===== config.mk =====
export PLATFORM = sky130hd
export DESIGN_NAME = global_config_status_regs
export DESIGN_NICKNAME = d
export VERILOG_FILES = /design/src/hw/glob_regs_pkg.sv /design/src/hw/global_config_status_regs.sv /design/src/hw/pin_sync2.sv /design/src/hw/spi_frame_port.sv
export VERILOG_INCLUDE_DIRS = /design/src /design/src/hw
export SDC_FILE = /design/constraint.sdc
export NUM_CORES = 1
export LEC_CHECK = 0
export BUFFER_PORTS_ARGS = -buffer_cell sky130_fd_sc_hd__buf_2
export CAP_MARGIN = 0
export CORE_ASPECT_RATIO = 0.75
export CORE_MARGIN = 3
export CORE_UTILIZATION = 53
export DETAILED_ROUTE_END_ITERATION = 12
export PLACE_DENSITY = 0.78
export SLEW_MARGIN = 30
export SYNTH_ARGS = -nofsm -noshare
export SYNTH_HDL_FRONTEND = slang
export SYNTH_SLANG_ARGS = --single-unit

===== constraint.sdc =====
create_clock -name i_core_clk -period 2.3 [get_ports i_core_clk]
set_input_delay 0.345 -clock i_core_clk [delete_from_list [all_inputs] [get_ports i_core_clk]]
set_output_delay 0.345 -clock i_core_clk [all_outputs]
set_load 0.05 [all_outputs]

===== src/hw/glob_regs_cfg.svh =====
`ifndef GLOB_REGS_CFG_SVH
`define GLOB_REGS_CFG_SVH

// Register indices (seven-bit address, top bit of the byte is write)
`define ADDR_GLOBAL_SETTINGS  7'h00
`define ADDR_GLOBAL_FLAGS     7'h01
`define ADDR_PROBE_SELECT     7'h03
`define ADDR_PIN_AND_VERSION  7'h04
`define ADDR_POS_MATCH        7'h05
`define ADDR_WRITE_BIT        7

// global_settings fields
`define GS_POSCMP_EN_BIT      3
`define GS_TEST_MODE_BIT      7
`define GS_MOTOR_A_INV_BIT    8
`define GS_MOTOR_B_INV_BIT    9
`define GS_FREEZE_BIT         10
`define GS_WIDTH              11
`define GS_WRITABLE_MASK      11'h788
`define GS_RESET              11'h000

// global_flags fields
`define GF_RESET_BIT          0
`define GF_DRV_A_BIT          1
`define GF_DRV_B_BIT          2
`define GF_PUMP_UV_BIT        3
`define GF_WIDTH              4
`define GF_RESET              4'h1

// probe_source_select, pin_and_version and position match fields
`define PS_WIDTH              4
`define PS_RESET              4'h0
`define PS_SOURCES            5
`define PV_DISABLE_PIN_BIT    7
`define PV_VERSION_LSB        24
`define PV_VERSION_DEFAULT    8'hA5
`define PM_RESET              32'h0000_0000

// Serial datagram: address byte then 32 data bits
`define FRAME_BITS            40
`define FRAME_CNT_W           6

`endif


===== src/hw/glob_regs_pkg.sv =====
package glob_regs_pkg;

  typedef logic [6:0]  reg_index_t;
  typedef logic [31:0] reg_word_t;

  // Serial port sequencing, one-hot
  typedef enum logic [1:0] {
    SPI_IDLE  = 2'b01,
    SPI_SHIFT = 2'b10
  } spi_state_t;

endpackage


===== src/hw/global_config_status_regs.sv =====
`timescale 1ns/1ps
`default_nettype none
`include "glob_regs_cfg.svh"
module global_config_status_regs
  import glob_regs_pkg::*;
#(
  parameter logic [7:0] VERSION_CODE = `PV_VERSION_DEFAULT // Arbitrary value
) (
  input  wire logic              i_core_clk,
  input  wire logic              i_rst_b,
  input  wire logic              i_spi_sck,
  input  wire logic              i_spi_cs_b,
  input  wire logic              i_spi_mosi,
  output logic                   o_spi_miso,
  output logic                   o_spi_miso_oe,
  input  wire logic              i_drv_disable_b,
  input  wire logic              i_driver_a_fault,
  input  wire logic              i_driver_b_fault,
  input  wire logic              i_pump_undervoltage,
  input  wire logic [31:0]       i_current_position,
  input  wire logic              i_event,
  input  wire logic              i_motor_a_dir,
  input  wire logic              i_motor_b_dir,
  input  wire logic [4:0]        i_probe_src,
  output logic                   o_motor_a_dir,
  output logic                   o_motor_b_dir,
  output logic                   o_driver_enable,
  output logic                   o_event_out,
  output logic                   o_event_out_oe,
  output logic                   o_position_pulse_out,
  output logic                   o_position_pulse_out_oe,
  output logic                   o_right_switch_b_pin,
  output logic                   o_right_switch_b_pin_oe
);

  ////////////////////////////////////////////////////////////////////////////
  // Pin synchronisers and serial port

  logic [3:0]             pins_s;
  logic [2:0]             spi_s;
  logic                   frame_valid;
  logic [7:0]             frame_addr;
  reg_word_t              frame_data;
  logic [`FRAME_BITS-1:0] tx_word;

  pin_sync2 #(.WIDTH(4)) u_pin_sync (
    .i_core_clk (i_core_clk),
    .i_rst_b    (i_rst_b),
    .i_async    ({i_pump_undervoltage, i_driver_b_fault,
                  i_driver_a_fault, i_drv_disable_b}),
    .o_sync     (pins_s)
  );

  // Select and clock pass inverted so that flop reset equals idle level
  pin_sync2 #(.WIDTH(3)) u_spi_sync (
    .i_core_clk (i_core_clk),
    .i_rst_b    (i_rst_b),
    .i_async    ({i_spi_mosi, ~i_spi_cs_b, ~i_spi_sck}),
    .o_sync     (spi_s)
  );

  spi_frame_port u_spi (
    .i_core_clk    (i_core_clk),
    .i_rst_b       (i_rst_b),
    .i_sck_s       (~spi_s[0]),
    .i_cs_b_s      (~spi_s[1]),
    .i_mosi_s      (spi_s[2]),
    .i_tx_word     (tx_word),
    .o_miso        (o_spi_miso),
    .o_frame_valid (frame_valid),
    .o_frame_addr  (frame_addr),
    .o_frame_data  (frame_data)
  );

  // Data line driven only while selected
  assign o_spi_miso_oe = spi_s[1];

  ////////////////////////////////////////////////////////////////////////////
  // Access decode

  logic       disable_pin_s;
  logic       drv_a_s;
  logic       drv_b_s;
  logic       pump_uv_s;
  logic       is_write;
  reg_index_t index;
  logic       wr_settings;
  logic       rd_flags;

  assign disable_pin_s = pins_s[0];
  assign drv_a_s       = pins_s[1];
  assign drv_b_s       = pins_s[2];
  assign pump_uv_s     = pins_s[3];
  assign is_write      = frame_addr[`ADDR_WRITE_BIT];
  assign index         = frame_addr[6:0];
  assign rd_flags      = frame_valid & ~is_write
                         & (index == `ADDR_GLOBAL_FLAGS);

  ////////////////////////////////////////////////////////////////////////////
  // Configuration registers

  logic [`GS_WIDTH-1:0] settings_q;
  logic [`PS_WIDTH-1:0] probe_sel_q;
  reg_word_t            match_q;

  assign wr_settings = frame_valid & is_write
                       & (index == `ADDR_GLOBAL_SETTINGS)
                       & ~settings_q[`GS_FREEZE_BIT];

  always_ff @(posedge i_core_clk or negedge i_rst_b) begin
    if (!i_rst_b) begin
      settings_q <= `GS_RESET;
    end else if (wr_settings) begin
      settings_q <= frame_data[`GS_WIDTH-1:0] & `GS_WRITABLE_MASK;
    end
  end

  always_ff @(posedge i_core_clk or negedge i_rst_b) begin
    if (!i_rst_b) begin
      probe_sel_q <= `PS_RESET;
    end else if (frame_valid & is_write & (index == `ADDR_PROBE_SELECT)) begin
      probe_sel_q <= frame_data[`PS_WIDTH-1:0];
    end
  end

  always_ff @(posedge i_core_clk or negedge i_rst_b) begin
    if (!i_rst_b) begin
      match_q <= `PM_RESET;
    end else if (frame_valid & is_write & (index == `ADDR_POS_MATCH)) begin
      match_q <= frame_data;
    end
  end

  ////////////////////////////////////////////////////////////////////////////
  // Status flags: set wins over the clear of a read

  logic [`GF_WIDTH-1:0] flags_q;
  logic [`GF_WIDTH-1:0] flags_set;

  assign flags_set = {pump_uv_s, drv_b_s, drv_a_s, 1'b0};

  always_ff @(posedge i_core_clk or negedge i_rst_b) begin
    if (!i_rst_b) begin
      flags_q <= `GF_RESET;
    end else if (rd_flags) begin
      flags_q <= flags_set;
    end else begin
      flags_q <= flags_q | flags_set;
    end
  end

  ////////////////////////////////////////////////////////////////////////////
  // Read path: data of a read returns in the next datagram

  reg_word_t read_q;
  reg_word_t read_mux;

  always_comb begin
    read_mux = '0;
    case (index)
      `ADDR_GLOBAL_SETTINGS: read_mux = {21'h0, settings_q};
      `ADDR_GLOBAL_FLAGS:    read_mux = {28'h0, flags_q};
      `ADDR_PIN_AND_VERSION: begin
        read_mux[`PV_VERSION_LSB +: 8]   = VERSION_CODE;
        read_mux[`PV_DISABLE_PIN_BIT]    = disable_pin_s;
      end
      default:               read_mux = '0;
    endcase
  end

  always_ff @(posedge i_core_clk or negedge i_rst_b) begin
    if (!i_rst_b) begin
      read_q <= '0;
    end else if (frame_valid & ~is_write) begin
      read_q <= read_mux;
    end
  end

  // Status byte leads every reply
  assign tx_word = {4'h0, flags_q, read_q};

  ////////////////////////////////////////////////////////////////////////////
  // Pin side outputs

  logic       pulse_q;
  logic       event_q;
  logic       probe_bit;
  logic       poscmp_en;
  logic [4:0] probe_onehot;

  assign poscmp_en = settings_q[`GS_POSCMP_EN_BIT];

  // One select line per test source
  for (genvar g = 0; g < `PS_SOURCES; g++) begin : g_probe
    assign probe_onehot[g] = (probe_sel_q == `PS_WIDTH'(g)) & i_probe_src[g];
  end
  assign probe_bit = |probe_onehot;

  always_ff @(posedge i_core_clk or negedge i_rst_b) begin
    if (!i_rst_b) begin
      pulse_q <= 1'b0;
      event_q <= 1'b0;
    end else begin
      pulse_q <= (i_current_position == match_q);
      event_q <= i_event;
    end
  end

  assign o_position_pulse_out    = pulse_q;
  assign o_position_pulse_out_oe = poscmp_en;
  assign o_event_out             = event_q;
  assign o_event_out_oe          = poscmp_en;

  assign o_right_switch_b_pin    = probe_bit;
  assign o_right_switch_b_pin_oe = settings_q[`GS_TEST_MODE_BIT];

  assign o_motor_a_dir = i_motor_a_dir ^ settings_q[`GS_MOTOR_A_INV_BIT];
  assign o_motor_b_dir = i_motor_b_dir ^ settings_q[`GS_MOTOR_B_INV_BIT];
  assign o_driver_enable = ~pump_uv_s;

  ////////////////////////////////////////////////////////////////////////////
  // Checks

  a_freeze_holds:
    assert property (@(posedge i_core_clk) disable iff (!i_rst_b)
      $past(settings_q[`GS_FREEZE_BIT]) |-> $stable(settings_q))
    else $error("settings changed while frozen");

  a_reset_flag_hold:
    assert property (@(posedge i_core_clk) disable iff (!i_rst_b)
      flags_q[`GF_RESET_BIT] && !rd_flags |=> flags_q[`GF_RESET_BIT])
    else $error("reset flag lost without read");

  a_fault_a_sticky:
    assert property (@(posedge i_core_clk) disable iff (!i_rst_b)
      drv_a_s |=> flags_q[`GF_DRV_A_BIT])
    else $error("driver a fault not flagged");

  a_fault_b_sticky:
    assert property (@(posedge i_core_clk) disable iff (!i_rst_b)
      drv_b_s |=> flags_q[`GF_DRV_B_BIT])
    else $error("driver b fault not flagged");

  a_read_clears_idle:
    assert property (@(posedge i_core_clk) disable iff (!i_rst_b)
      rd_flags && !drv_a_s && !drv_b_s |=>
        !flags_q[`GF_DRV_A_BIT] && !flags_q[`GF_DRV_B_BIT])
    else $error("fault flag kept after clearing read");

  a_uv_disables:
    assert property (@(posedge i_core_clk) disable iff (!i_rst_b)
      pump_uv_s |-> !o_driver_enable ##1 flags_q[`GF_PUMP_UV_BIT])
    else $error("undervoltage not handled");

  a_pulse_match:
    assert property (@(posedge i_core_clk) disable iff (!i_rst_b)
      ##1 o_position_pulse_out == $past(i_current_position == match_q))
    else $error("position pulse wrong");

  a_outputs_float:
    assert property (@(posedge i_core_clk) disable iff (!i_rst_b)
      o_position_pulse_out_oe == o_event_out_oe
      && o_event_out_oe == settings_q[`GS_POSCMP_EN_BIT])
    else $error("compare outputs enable wrong");

  a_reserved_zero:
    assert property (@(posedge i_core_clk) disable iff (!i_rst_b)
      (settings_q & ~`GS_WRITABLE_MASK) == '0)
    else $error("reserved settings bit set");

  a_dir_invert:
    assert property (@(posedge i_core_clk) disable iff (!i_rst_b)
      settings_q[`GS_MOTOR_A_INV_BIT] |-> o_motor_a_dir != i_motor_a_dir)
    else $error("motor a not inverted");

  a_dir_invert_b:
    assert property (@(posedge i_core_clk) disable iff (!i_rst_b)
      (o_motor_b_dir != i_motor_b_dir) == settings_q[`GS_MOTOR_B_INV_BIT])
    else $error("motor b direction wrong");

  a_test_route:
    assert property (@(posedge i_core_clk) disable iff (!i_rst_b)
      o_right_switch_b_pin_oe == settings_q[`GS_TEST_MODE_BIT])
    else $error("test route enable wrong");

  a_probe_range:
    assert property (@(posedge i_core_clk) disable iff (!i_rst_b)
      probe_sel_q >= `PS_WIDTH'(`PS_SOURCES) |-> !o_right_switch_b_pin)
    else $error("probe code above range drives pin");

  a_flag_cleared:
    assert property (@(posedge i_core_clk) disable iff (!i_rst_b)
      rd_flags |=> !flags_q[`GF_RESET_BIT])
    else $error("reset flag kept after read");

  a_match_load:
    assert property (@(posedge i_core_clk) disable iff (!i_rst_b)
      frame_valid && is_write && index == `ADDR_POS_MATCH |=>
        match_q == $past(frame_data))
    else $error("match value not stored");

  a_version_read:
    assert property (@(posedge i_core_clk) disable iff (!i_rst_b)
      frame_valid && !is_write && index == `ADDR_PIN_AND_VERSION |=>
        read_q[`PV_VERSION_LSB +: 8] == VERSION_CODE)
    else $error("version code wrong");

  a_pin_level_read:
    assert property (@(posedge i_core_clk) disable iff (!i_rst_b)
      frame_valid && !is_write && index == `ADDR_PIN_AND_VERSION |=>
        read_q[`PV_DISABLE_PIN_BIT] == $past(disable_pin_s))
    else $error("disable pin level wrong");

endmodule
`default_nettype wire


===== src/hw/pin_sync2.sv =====
`timescale 1ns/1ps
`default_nettype none
module pin_sync2 #(
  parameter int WIDTH = 1
) (
  input  wire logic             i_core_clk,
  input  wire logic             i_rst_b,
  input  wire logic [WIDTH-1:0] i_async,
  output logic      [WIDTH-1:0] o_sync
);

  logic [WIDTH-1:0] meta_q;

  // Two flops per bit; the first is read only by the second
  for (genvar g = 0; g < WIDTH; g++) begin : g_bit
    always_ff @(posedge i_core_clk or negedge i_rst_b) begin
      if (!i_rst_b) begin
        meta_q[g] <= 1'b0;
        o_sync[g] <= 1'b0;
      end else begin
        meta_q[g] <= i_async[g];
        o_sync[g] <= meta_q[g];
      end
    end
  end

endmodule
`default_nettype wire


===== src/hw/spi_frame_port.sv =====
`timescale 1ns/1ps
`default_nettype none
`include "glob_regs_cfg.svh"
module spi_frame_port
  import glob_regs_pkg::*;
(
  input  wire logic                   i_core_clk,
  input  wire logic                   i_rst_b,
  input  wire logic                   i_sck_s,
  input  wire logic                   i_cs_b_s,
  input  wire logic                   i_mosi_s,
  input  wire logic [`FRAME_BITS-1:0] i_tx_word,
  output logic                        o_miso,
  output logic                        o_frame_valid,
  output logic [7:0]                  o_frame_addr,
  output reg_word_t                   o_frame_data
);

  spi_state_t               state_q;
  logic                     sck_prev_q;
  logic                     cs_prev_q;
  logic [`FRAME_BITS-1:0]   rx_q;
  logic [`FRAME_BITS-1:0]   tx_q;
  logic [`FRAME_CNT_W-1:0]  cnt_q;
  logic                     sck_rise;
  logic                     sck_fall;
  logic                     cs_fall;
  logic                     cs_rise;

  // Edges of the already synchronised pins
  assign sck_rise = i_sck_s & ~sck_prev_q;
  assign sck_fall = ~i_sck_s & sck_prev_q;
  assign cs_fall  = ~i_cs_b_s & cs_prev_q;
  assign cs_rise  = i_cs_b_s & ~cs_prev_q;
  assign o_miso       = tx_q[`FRAME_BITS-1];
  assign o_frame_addr = rx_q[`FRAME_BITS-1 -: 8];
  assign o_frame_data = rx_q[31:0];

  // Edge history
  always_ff @(posedge i_core_clk or negedge i_rst_b) begin
    if (!i_rst_b) begin
      sck_prev_q <= 1'b1;
      cs_prev_q  <= 1'b1;
    end else begin
      sck_prev_q <= i_sck_s;
      cs_prev_q  <= i_cs_b_s;
    end
  end

  // Datagram sequencing; only a full 40-bit frame is accepted
  always_ff @(posedge i_core_clk or negedge i_rst_b) begin
    if (!i_rst_b) begin
      state_q       <= SPI_IDLE;
      rx_q          <= '0;
      tx_q          <= '0;
      cnt_q         <= '0;
      o_frame_valid <= 1'b0;
    end else begin
      o_frame_valid <= 1'b0;
      case (state_q)
        SPI_IDLE: begin
          if (cs_fall) begin
            state_q <= SPI_SHIFT;
            tx_q    <= i_tx_word;
            cnt_q   <= '0;
          end
        end
        SPI_SHIFT: begin
          if (cs_rise) begin
            state_q       <= SPI_IDLE;
            o_frame_valid <= (cnt_q == `FRAME_CNT_W'(`FRAME_BITS));
          end else if (sck_rise) begin
            rx_q <= {rx_q[`FRAME_BITS-2:0], i_mosi_s};
            if (cnt_q != '1) begin
              cnt_q <= cnt_q + `FRAME_CNT_W'(1);
            end
          end else if (sck_fall && (cnt_q != '0)) begin
            // First falling edge leaves the leading bit for the host
            tx_q <= {tx_q[`FRAME_BITS-2:0], 1'b0};
          end
        end
        default: begin
          state_q <= SPI_IDLE;
        end
      endcase
    end
  end

endmodule
`default_nettype wire


==> reports/qor.yml, run 1 <==
finalCritPeriodShare_pct: 96.7
synthesis.area_mm2: 0.00682
syn_area_per_cell_um2: 13.3
post_drt_wl_per_cell_um: 17.2
cp-end-kind: "flop"
r2r-start: "u_spi.rx_q[35]"
synth_top_family_by_area: "multiplexers"
fmax_mhz: 450
fin_setup_tns_ps: 0
path_class: "flop to flop"
grt_pass1_wl_um: 21400
status: "finished, final reports clean"
path_delay_family: "simple AND/OR/NAND/NOR gates"
power_mw: 7.12
cts_buffer_depth: 2
io_buffers: 59
cap_violations: 0
slew_headroom_pct: 58.5
synth_xor_area_share_pct: 4.37
yosysTopAreaCellShare_pct: 57.6
hold_violations: 0
cp.required_ps: 2590
cts_tree: "built"
drt.antenna.violating_nets: 0
powerDensity_mw_per_mm2: 883
cp_cell_sequence: "or4_4 > or3_4 > nor4_4 > mux2_2"
p_leak_nw: 4.02
holdWs_ps: 32.6
antenna_cells: 0
slew_violations: 0
worstSetupStartpoint: "u_spi.rx_q[35]"
vias: 4123
crit_path_start_kind: "flop"
die_h_um: 104
slowest_stage: "or4_4"
fin_nets: 642
antenna_found_initial: 0
synthSimpleGateAreaFrac_pct: 6.59
core_mm2: 0.0124
clk_pin_slew_ps: 60
async_reset_ff_share_pct: 100
synth_seq_cells: 161
io_pins: 60
via_per_inst: 5.37
cts_setup_buffers: 0
yosys_most_used_dff: "dfrtp_1"
gp_congestion: 0.909
hold_start: "i_spi_mosi"
critPathArrivalTime_ps: 2520
die_area_mm2: 0.0143
cts_buffers: 17
synth_area_leaders: "dfrtp_1 (58%), mux2_2 (17%), xor2_1 (4.4%), mux2i_1 (3.7%), inv_1 (2.0%)"
grt_max_degree: 66
syn-num-nets: 566
yosysSeqAreaShare_pct: 59.2
grt_pass1_vias: 4201
rows: 35
area_growth_syn_to_layout_pct: 18.2
period_minus_slack_ps: 2220
ctsRootBufferMaster: "clkbuf_16"
hp-class: "input port to flop"
r2r_slack_ps: 80
initial_core_util_pct: 54.8
tightest_slew_ps: 623
final_core_util_pct: 64.8
synthMuxAreaShare_pct: 21.7
rsz0062_at_grt: "true"
numClockSinks: 161
drt_first_pass_iters: 4
syn_inst: 513
ys_types: 45
dpl_cell_area_mm2: 0.00742
yosys.area.top_type: "dfrtp_1"
fillCellCount: 933
fin_area_mm2: 0.00806
drive_gt1_share_pct: 37.7
critPathBufInv: 0
cts_max_level: 4
cp_slowest_stage_delay_ps: 600
setup_viol: 0
synth_most_common_cell: "dfrtp_1"
synth_compound_area_share_pct: 4.06
drc: 0
synth_warnings: 0
wl_um: 13200
hpwl_um: 8870
drt_iter0_markers: 189
grt_use_total_pct: 19.2
netlist_top_cells_count: "dfrtp_1 (157), mux2_2 (105), inv_1 (37)"
worstPathMaxFanout: 5
synth_edf_count: 0
synthAdderAreaFrac_pct: 0.734
ir_drop_mv: 0.600
clkLatencyLatePin_ps: 410
skew_ps: 8.15
die_w_um: 137
grt_overflow: 0
==> cells by family after synthesis <==
group,after synthesis
XOR/XNOR,34
AND/OR/NAND/NOR,85
adder cells (fa/ha/maj),4
AO/OA/AOI/OAI,39
flip-flops,161
multiplexers,133
buffers and inverters,57
==> flip-flops by register name (all words and copies together), names as in the netlist, 4 cells and up <==
| name | cells |
|---|---|
| u_pin_sync.meta_q | 4 |
| u_spi.cnt_q | 6 |
| probe_sel_q | 4 |
| u_spi.rx_q | 40 |
| match_q | 32 |
| u_pin_sync.o_sync | 4 |
| read_q | 9 |
| u_spi.tx_q | 40 |
| flags_q | 4 |
| settings_q | 5 |
==> placed cells by master, fill, tap and decap left out, types with 4 or more instances in the layout <==
master       n
nand2_1     36
nor4_1       8
inv_1       37
ha_1         4
clkbuf_16   17
mux2i_1     25
dfrtp_1    157
dfstp_2      4
nor2_1       8
mux2_2     105
a21o_1       5
xor2_1      34
inv_6        5
buf_4       11
nand3_1      7
a21oi_1      4
a22o_1       8
buf_2       58
o21ai_0     11
nor3_1       5
==> layer usage <==
layer	vias to the layer above	global-route usage [%]	share of wire, %
met1	2103	28.1	48
met5	-	0	0
met3	10	4.79	4.2
met2	72	29.0	47
met4	0	4.70	0.93
li1	1938	-	-
==> final timing paths <==
kind | to | cells after the start
worst max-delay path | settings_q[8] | 4
worst min-delay path | u_spi_sync.meta_q[2] | 1
worst max register to register | settings_q[8] | 4
worst min register to register | u_pin_sync.o_sync[2] | 0
max in group asynchronous | match_q[1] | 3
min in group asynchronous | match_q[16] | 2
==> area by class of cell <==
| cell class | count | area (um^2) | share of cell area, % |
|---|---|---|---|
| sequential | 161 | 4030 | 50.0 |
| multi-input combinational | 297 | 2610 | 32.3 |
| timing repair buffer | 75 | 482 | 5.98 |
| clock buffer | 19 | 443 | 5.49 |
| tap | 166 | 208 | 2.58 |
| clock inverter | 13 | 149 | 1.85 |
| inverter | 37 | 139 | 1.72 |
==> stage by stage <==
step                setup slack [ps]  instances
floorplan                       74.6        513
global placement                60.7        732
detailed placement             -15.7        733
CTS                             47.0        766
global route                   -4.19        768
finish                          75.7        768
==> worst register-to-register path, stage by stage (launching register included) <==
cell	delay, ps
dfrtp_1	400
or4_4	600
or3_4	390
nor4_4	330
mux2_2	380
==> power breakdown <==
group,internal (mW),total [mW],leakage [nW],switching [mW]
Clock,1.65,2.81,0.281,1.17
Sequential,2.91,2.96,2.17,0.0501
Combinational,0.602,1.35,1.57,0.744
==> what timing repair did <==
item / 4_1_cts / 5_1_grt
endpoints found under the hold margin: 61 / 0
pin swaps: 1 / 0
resized for setup: 1 / 2
setup endpoints to repair: 19 / 25
cloned: 0 / 2
hold buffers: 1 / 0
Note: power is estimated with default switching activity, not from simulation.
==> run 2, diff against run 1 <==
ABC_AREA = 1   (was unset)
CORE_UTILIZATION = 25   (was 53)
PLACE_DENSITY = 0.43   (was 0.78)
clock period = 2.5 ns   (was 2.3 ns; I/O delays follow)
==> reports/qor.yml, run 2 <==
status: "finished, final reports clean"
cts_setup_buffers: 0  # unchanged
cts_max_level: 4  # unchanged
final_common_cell: "nand2_1"
synthMuxAreaShare_pct: 0  # -22 points
ir_drop_mv: 0.475  # -21%
wl_um: 15100  # +14%
clkLatencyLatePin_ps: 430  # +20 ps
gp_congestion: 0.717  # -21%
syn_inst: 882  # +72%
drt_first_pass_iters: 5  # +1
antenna_cells: 0  # unchanged
slew_violations: 0  # unchanged
ctsRootBufferMaster: "clkbuf_16"
place_inst: 1303  # +78%
yosysSeqAreaShare_pct: 56.1  # -3.0 points
fin_setup_tns_ps: 0  # unchanged
die_w_um: 202  # +47%
synth_most_common_cell: "nand2_1"
netlist_top_cells_count: "nand2_1 (310), dfrtp_1 (157), inv_1 (116)"
hp-class: "input port to flop"
setup_viol: 0  # unchanged
p_leak_nw: 4.24  # +5.5%
syn_area_per_cell_um2: 8.15  # -39%
yosys.area.top_type: "dfrtp_1"
slowest_stage: "dfrtp_1"
initial_core_util_pct: 25.5  # -29 points
powerDensity_mw_per_mm2: 823  # -6.8%
slew_headroom_pct: 61.2  # +2.7 points
finalCritPeriodShare_pct: 78.8
cp.required_ps: 2120  # -470 ps
synth_xor_area_share_pct: 0.609  # -3.8 points
grt_max_degree: 81  # +23%
holdWs_ps: 55.5  # +22.9 ps
drt_iter0_markers: 434  # +130%
antenna_found_initial: 0  # unchanged
fmax_mhz: 508
most-common-layout-cells: "nand2_1 (310), dfrtp_1 (157), inv_1 (116), o21ai_0 (92), nor2_1 (65)"
yosysTopAreaCellShare_pct: 54.7  # -2.9 points
cts_hold_buf: 1  # unchanged
cts_buffers: 17  # unchanged
synthSimpleGateAreaFrac_pct: 25.6  # +19 points
yosys_most_used_dff: "dfrtp_1"
critPathArrivalTime_ps: 1600  # -920 ps
drive_gt1_share_pct: 12.1  # -26 points
syn-num-nets: 935  # +65%
grt_use_total_pct: 10.4  # -8.7 points
hold_violations: 0  # unchanged
tightest_slew_ps: 582  # -40.7 ps
synth_compound_area_share_pct: 8.46  # +4.4 points
die_h_um: 153  # +47%
grt_pass1_wl_um: 26500  # +24%
crit_path_start_kind: "flop"
rows: 53  # +51%
synth_top_family_by_area: "simple AND/OR/NAND/NOR gates"
dpl_cell_area_mm2: 0.00796  # +7.2%
period_minus_slack_ps: 1970
ys_types: 29  # -36%
worstPathMaxFanout: 4  # -1
rsz0062_at_grt: "false"
via_per_inst: 3.97  # -26%
post_drt_wl_per_cell_um: 11.3  # -34%
cp_slowest_stage_delay_ps: 420  # -180 ps
vias: 5309  # +29%
synthAdderAreaFrac_pct: 0.696  # -0.038 points
synth_area_leaders: "dfrtp_1 (55%), nand2_1 (16%), o21ai_0 (6.4%), inv_1 (6.1%), nor2_1 (3.4%)"
fin_area_mm2: 0.00862  # +6.9%
hpwl_um: 10000  # +13%
clk_pin_slew_ps: 60  # about the same
largestRegisters: "u_spi.rx_q (40), u_spi.tx_q (40), match_q (32)"
fin_nets: 991  # +54%
skew_ps: 11.9  # +3.72 ps
io_buffers: 59  # unchanged
cp-end-kind: "primary output"
drc: 0  # unchanged
cap_violations: 0  # unchanged
fillCellCount: 2992  # +220%
grt_pass1_vias: 5161  # +23%
io_pins: 60  # unchanged
die_area_mm2: 0.0308  # +120%
synthesis.area_mm2: 0.00719  # +5.4%
area_growth_syn_to_layout_pct: 19.9
path_class: "flop to primary output"
grt_overflow: 0  # unchanged
async_reset_ff_share_pct: 100  # unchanged
ctsResizeCount: 0  # -1
cp_cell_sequence: "nor2_1 > nor2_1 > o21ai_0 > nand2_1 > nand2_1 > a21oi_1 > buf_2"
cts_tree: "built"
final_cells: 1336  # +74%
synth_warnings: 0  # unchanged
synth_edf_count: 0  # unchanged
power_mw: 7.09  # -0.33%
numClockSinks: 161  # unchanged
core_mm2: 0.0282  # +130%
drt.antenna.violating_nets: 0  # unchanged
synth_seq_cells: 161  # unchanged
cts_buffer_depth: 2  # unchanged
## run 2: cell types whose count changed in the layout (fill, tap and decap cells not counted), moves of 23 or more
| cell | delta |
|---|---|
| nand3b_1 | +25 |
| inv_1 | +79 |
| nor2_1 | +57 |
| nand3_1 | +23 |
| xor2_1 | -29 |
| mux2i_1 | -25 |
| o21ai_0 | +81 |
| nand2_1 | +274 |
| mux2_2 | -105 |
## run 2: power by group
group	internal, mW	switching, mW	total (mW)
registers	2.74	0.0656	2.81
clock network	1.80	1.07	2.87
logic	0.385	1.03	1.41
## run 2: logic make-up after synthesis
family / after synthesis
adders and majority gates: 4
buffers and inverters: 152
AOI/OAI and AO/OA: 118
xor gates and xnor gates: 5
DFF: 161
and+or+nand+nor: 442
## run 2: path summary, 6_finish.rpt
check | from | to | slack, ps | cells after the start
max in group asynchronous | i_rst_b | flags_q[0] | 1350 | 3
setup reg to reg | u_spi.state_q[0] | u_spi.cnt_q[1] | 540 | 9
setup / recovery | probe_sel_q[0] | o_right_switch_b_pin | 530 | 7
hold reg to reg | u_spi_sync.meta_q[2] | u_spi_sync.o_sync[2] | 340 | 0
hold / removal | i_pump_undervoltage | u_pin_sync.meta_q[3] | 60 | 1
min in group asynchronous | i_rst_b | u_pin_sync.meta_q[1] | 500 | 2
## run 2: metrics by stage
step	util (%)	setup WS, ps
6_report	30.6	530
4_1_cts	30.6	495
3_3_place_gp	28.2	549
3_5_place_dp	28.2	493
5_1_grt	30.6	295
2_1_floorplan	-	723
## run 2: critical path, delay by kind of cell, from the launching register on
kind / cells / cell delay (ps)
AND/OR/NAND/NOR: 4 / 250
AO/OA/AOI/OAI: 2 / 220
buffers and inverters: 1 / 280
flip-flops: 1 / 420
## run 2: cell type report
type	count	area, um^2	area share [%]
sequential	161	4030	46.8
multi-input combinational	569	2550	29.6
tap	385	482	5.59
timing repair buffer	72	464	5.39
clock buffer	19	443	5.14
inverter	117	439	5.10
clock inverter	13	209	2.42
## run 2: metal layers
| layer | global-route usage (%) | vias to the layer above | wire length, um |
|---|---|---|---|
| met1 | 16.1 | 2406 | 8410 |
| met4 | 3.29 | 0 | 167 |
| met5 | 0 | - | 0 |
| li1 | - | 2837 | - |
| met3 | 2.51 | 8 | 456 |
| met2 | 14.2 | 58 | 6020 |
==> run 3, diff against run 2 <==
ABC_AREA = 0   (was 1)
PLACE_DENSITY = 0.44   (was 0.43)
clock period = 1.8 ns   (was 2.5 ns; I/O delays follow)
==> reports/qor.yml, run 3 (synthesized netlist as in run 1, its figures left out) <==
rsz0062_at_grt: "true"
power_frac_comb_pct: 24.1  # +4.2 points
fillCellCount: 2626  # -12%
fin_setup_tns_ps: -17420  # -17420 ps
cts_max_level: 4  # unchanged
regArea_mm2: 0.00404  # about the same
violations: "negative setup slack"
p_seq_share_pct: 37.7  # -1.9 points
post_drt_wl_per_cell_um: 14.5  # +29%
cap_violations: 0  # unchanged
clkLatencyLatePin_ps: 420  # about the same
cp-end-kind: "flop"
post-place-ws_ps: -321  # -814 ps
slew_headroom_pct: 62.3  # +1.1 points
slew_violations: 0  # unchanged
clkPwrFrac_pct: 38.3  # -2.2 points
hp-class: "input port to flop"
netSwitchingFraction_pct: 26.4  # -4.1 points
status: "complete, but fails checks"
gp_congestion: 0.761  # +6.2%
tightest_slew_ps: 566  # -16.3 ps
grt_pass1_vias: 4333  # -16%
ctsRootBufferMaster: "clkbuf_16"
fin_ws_ps: -259  # -789 ps
largestRegisters: "u_spi.rx_q (40), u_spi.tx_q (40), match_q (32)"
io_buffers: 59  # unchanged
path_delay_family: "simple AND/OR/NAND/NOR gates"
p_switching_mw: 2.65  # +22%
die_w_um: 197  # -2.5%
wl_met2_um: 6080  # +0.93%
numClockSinks: 161  # unchanged
fin_nets: 680  # -31%
final_common_cell: "dfrtp_1"
wl_um: 14300  # -5.1%
fmax_mhz: 486
grt_max_degree: 67  # -17%
grt_pass1_wl_um: 23300  # -12%
initial_core_util_pct: 25.8  # +0.31 points
p_leak_nw: 4.31  # +1.7%
critPathArrivalTime_ps: 2360  # +760 ps
route.met3.wl_um: 570  # +25%
drt_first_pass_iters: 4  # -1
core_mm2: 0.0264  # -6.3%
cts_buffer_depth: 2  # unchanged
cts_tree: "built"
critPathBufInv: 1  # unchanged
worstPathMaxFanout: 5  # +1
area_growth_syn_to_layout_pct: 31.8
powerDensity_mw_per_mm2: 1120  # +36%
die_h_um: 149  # -2.5%
antenna_found_initial: 0  # unchanged
ir_drop_mv: 0.566  # +19%
antenna_cells: 0  # unchanged
r2r_slack_ps: -260  # -800 ps
slowest_stage: "or4_4"
cp.required_ps: 2100  # -20 ps
grt_use_total_pct: 10.1  # -0.37 points
period_minus_slack_ps: 2060
hpwl_um: 9850  # -1.8%
drive_gt1_share_pct: 41.5  # +29 points
route.top_layer_used: "met4"
cp_cell_sequence: "or4_4 > or3_4 > nor4_4 > buf_4 > mux2_4"
internal_power_mw: 7.38  # +50%
clk_pin_slew_ps: 60  # about the same
via_per_inst: 4.27  # +7.4%
die_area_mm2: 0.0293  # -4.9%
drt.antenna.violating_nets: 0  # unchanged
path_class: "flop to flop"
skew_ps: 7.37  # -4.50 ps
most-common-layout-cells: "dfrtp_1 (156), mux2_2 (67), buf_2 (57), mux2_4 (40)"
rows: 51  # -3.8%
cp_slowest_stage_delay_ps: 580  # +160 ps
hold_violations: 0  # unchanged
multi_input_area_mm2: 0.00278  # +9.1%
cts_buffers: 17  # unchanged
drc: 0  # unchanged
vias: 4194  # -21%
grt_overflow: 0  # unchanged
finalCritPeriodShare_pct: 114
met1Wirelength_um: 7500  # -11%
holdWs_ps: 289  # +233 ps
drt_iter0_markers: 207  # -52%
crit_path_start_kind: "flop"
io_pins: 60  # unchanged
setup_viol: 87  # +87
[run 3: power by group through the flow]
| stage | Combinational (mW) | Sequential [mW] | Clock, mW |
|---|---|---|---|
| after floorplan | 1.19 | 3.84 | 0 |
| after global placement | 2.00 | 3.84 | 0 |
| after detailed placement | 2.05 | 3.84 | 0 |
| after CTS | 2.45 | 3.78 | 3.96 |
| after global routing | 2.59 | 3.79 | 4.12 |
| final | 2.42 | 3.78 | 3.84 |
[run 3: worst paths after layout]
kind,from,end,cells past startpoint
max in group asynchronous,i_rst_b,u_spi.rx_q[30],3
max reg2reg,u_spi.rx_q[35],settings_q[9],5
min,i_current_position[4],o_position_pulse_out,5
min reg2reg,u_pin_sync.meta_q[0],u_pin_sync.o_sync[0],0
max,u_spi.rx_q[35],settings_q[9],5
min in group asynchronous,i_rst_b,u_spi.cnt_q[0],2
[run 3: layer usage]
layer | up-vias | track usage (%)
met1 | 2115 | 15.3
met2 | 61 | 14.1
met5 | - | 0
li1 | 2009 | -
met4 | 0 | 3.21
met3 | 9 | 2.28
[run 3: what timing repair did]
action / in CTS / in global routing
resized for setup: 15 / 16
hold buffers: 9 / 0
pin swaps: 3 / 6
buffers inserted: 5 / 4
endpoints found under the hold margin: 37 / 0
cloned: 1 / 3
setup endpoints to repair: 90 / 94
[run 3: through the flow]
stage               util, %  cells  power (mW)  cell area (um^2)
global placement       30.3    932        5.84              8010
CTS                    33.4    977        10.2              8840
floorplan                 -    513        5.03              7010
finish                 34.0    983        10.0              8990
detailed placement     30.3    932        5.89              8010
global route           34.0    983        10.5              8990
[run 3: tightest hold or removal path: stages]
cell and delay [ps]:
buf_2 80, xor2_1 130, nor4_1 60, nand4_1 80
nor2_1 40
[run 3: cell type report]
class                      instances  share of cell area (%)
sequential                       161                    44.9
multi-input combinational        295                    30.9
timing repair buffer             115                    10.8
tap                              344                    4.79
clock buffer                      17                    4.73
clock inverter                    14                    2.24
inverter                          37                    1.55
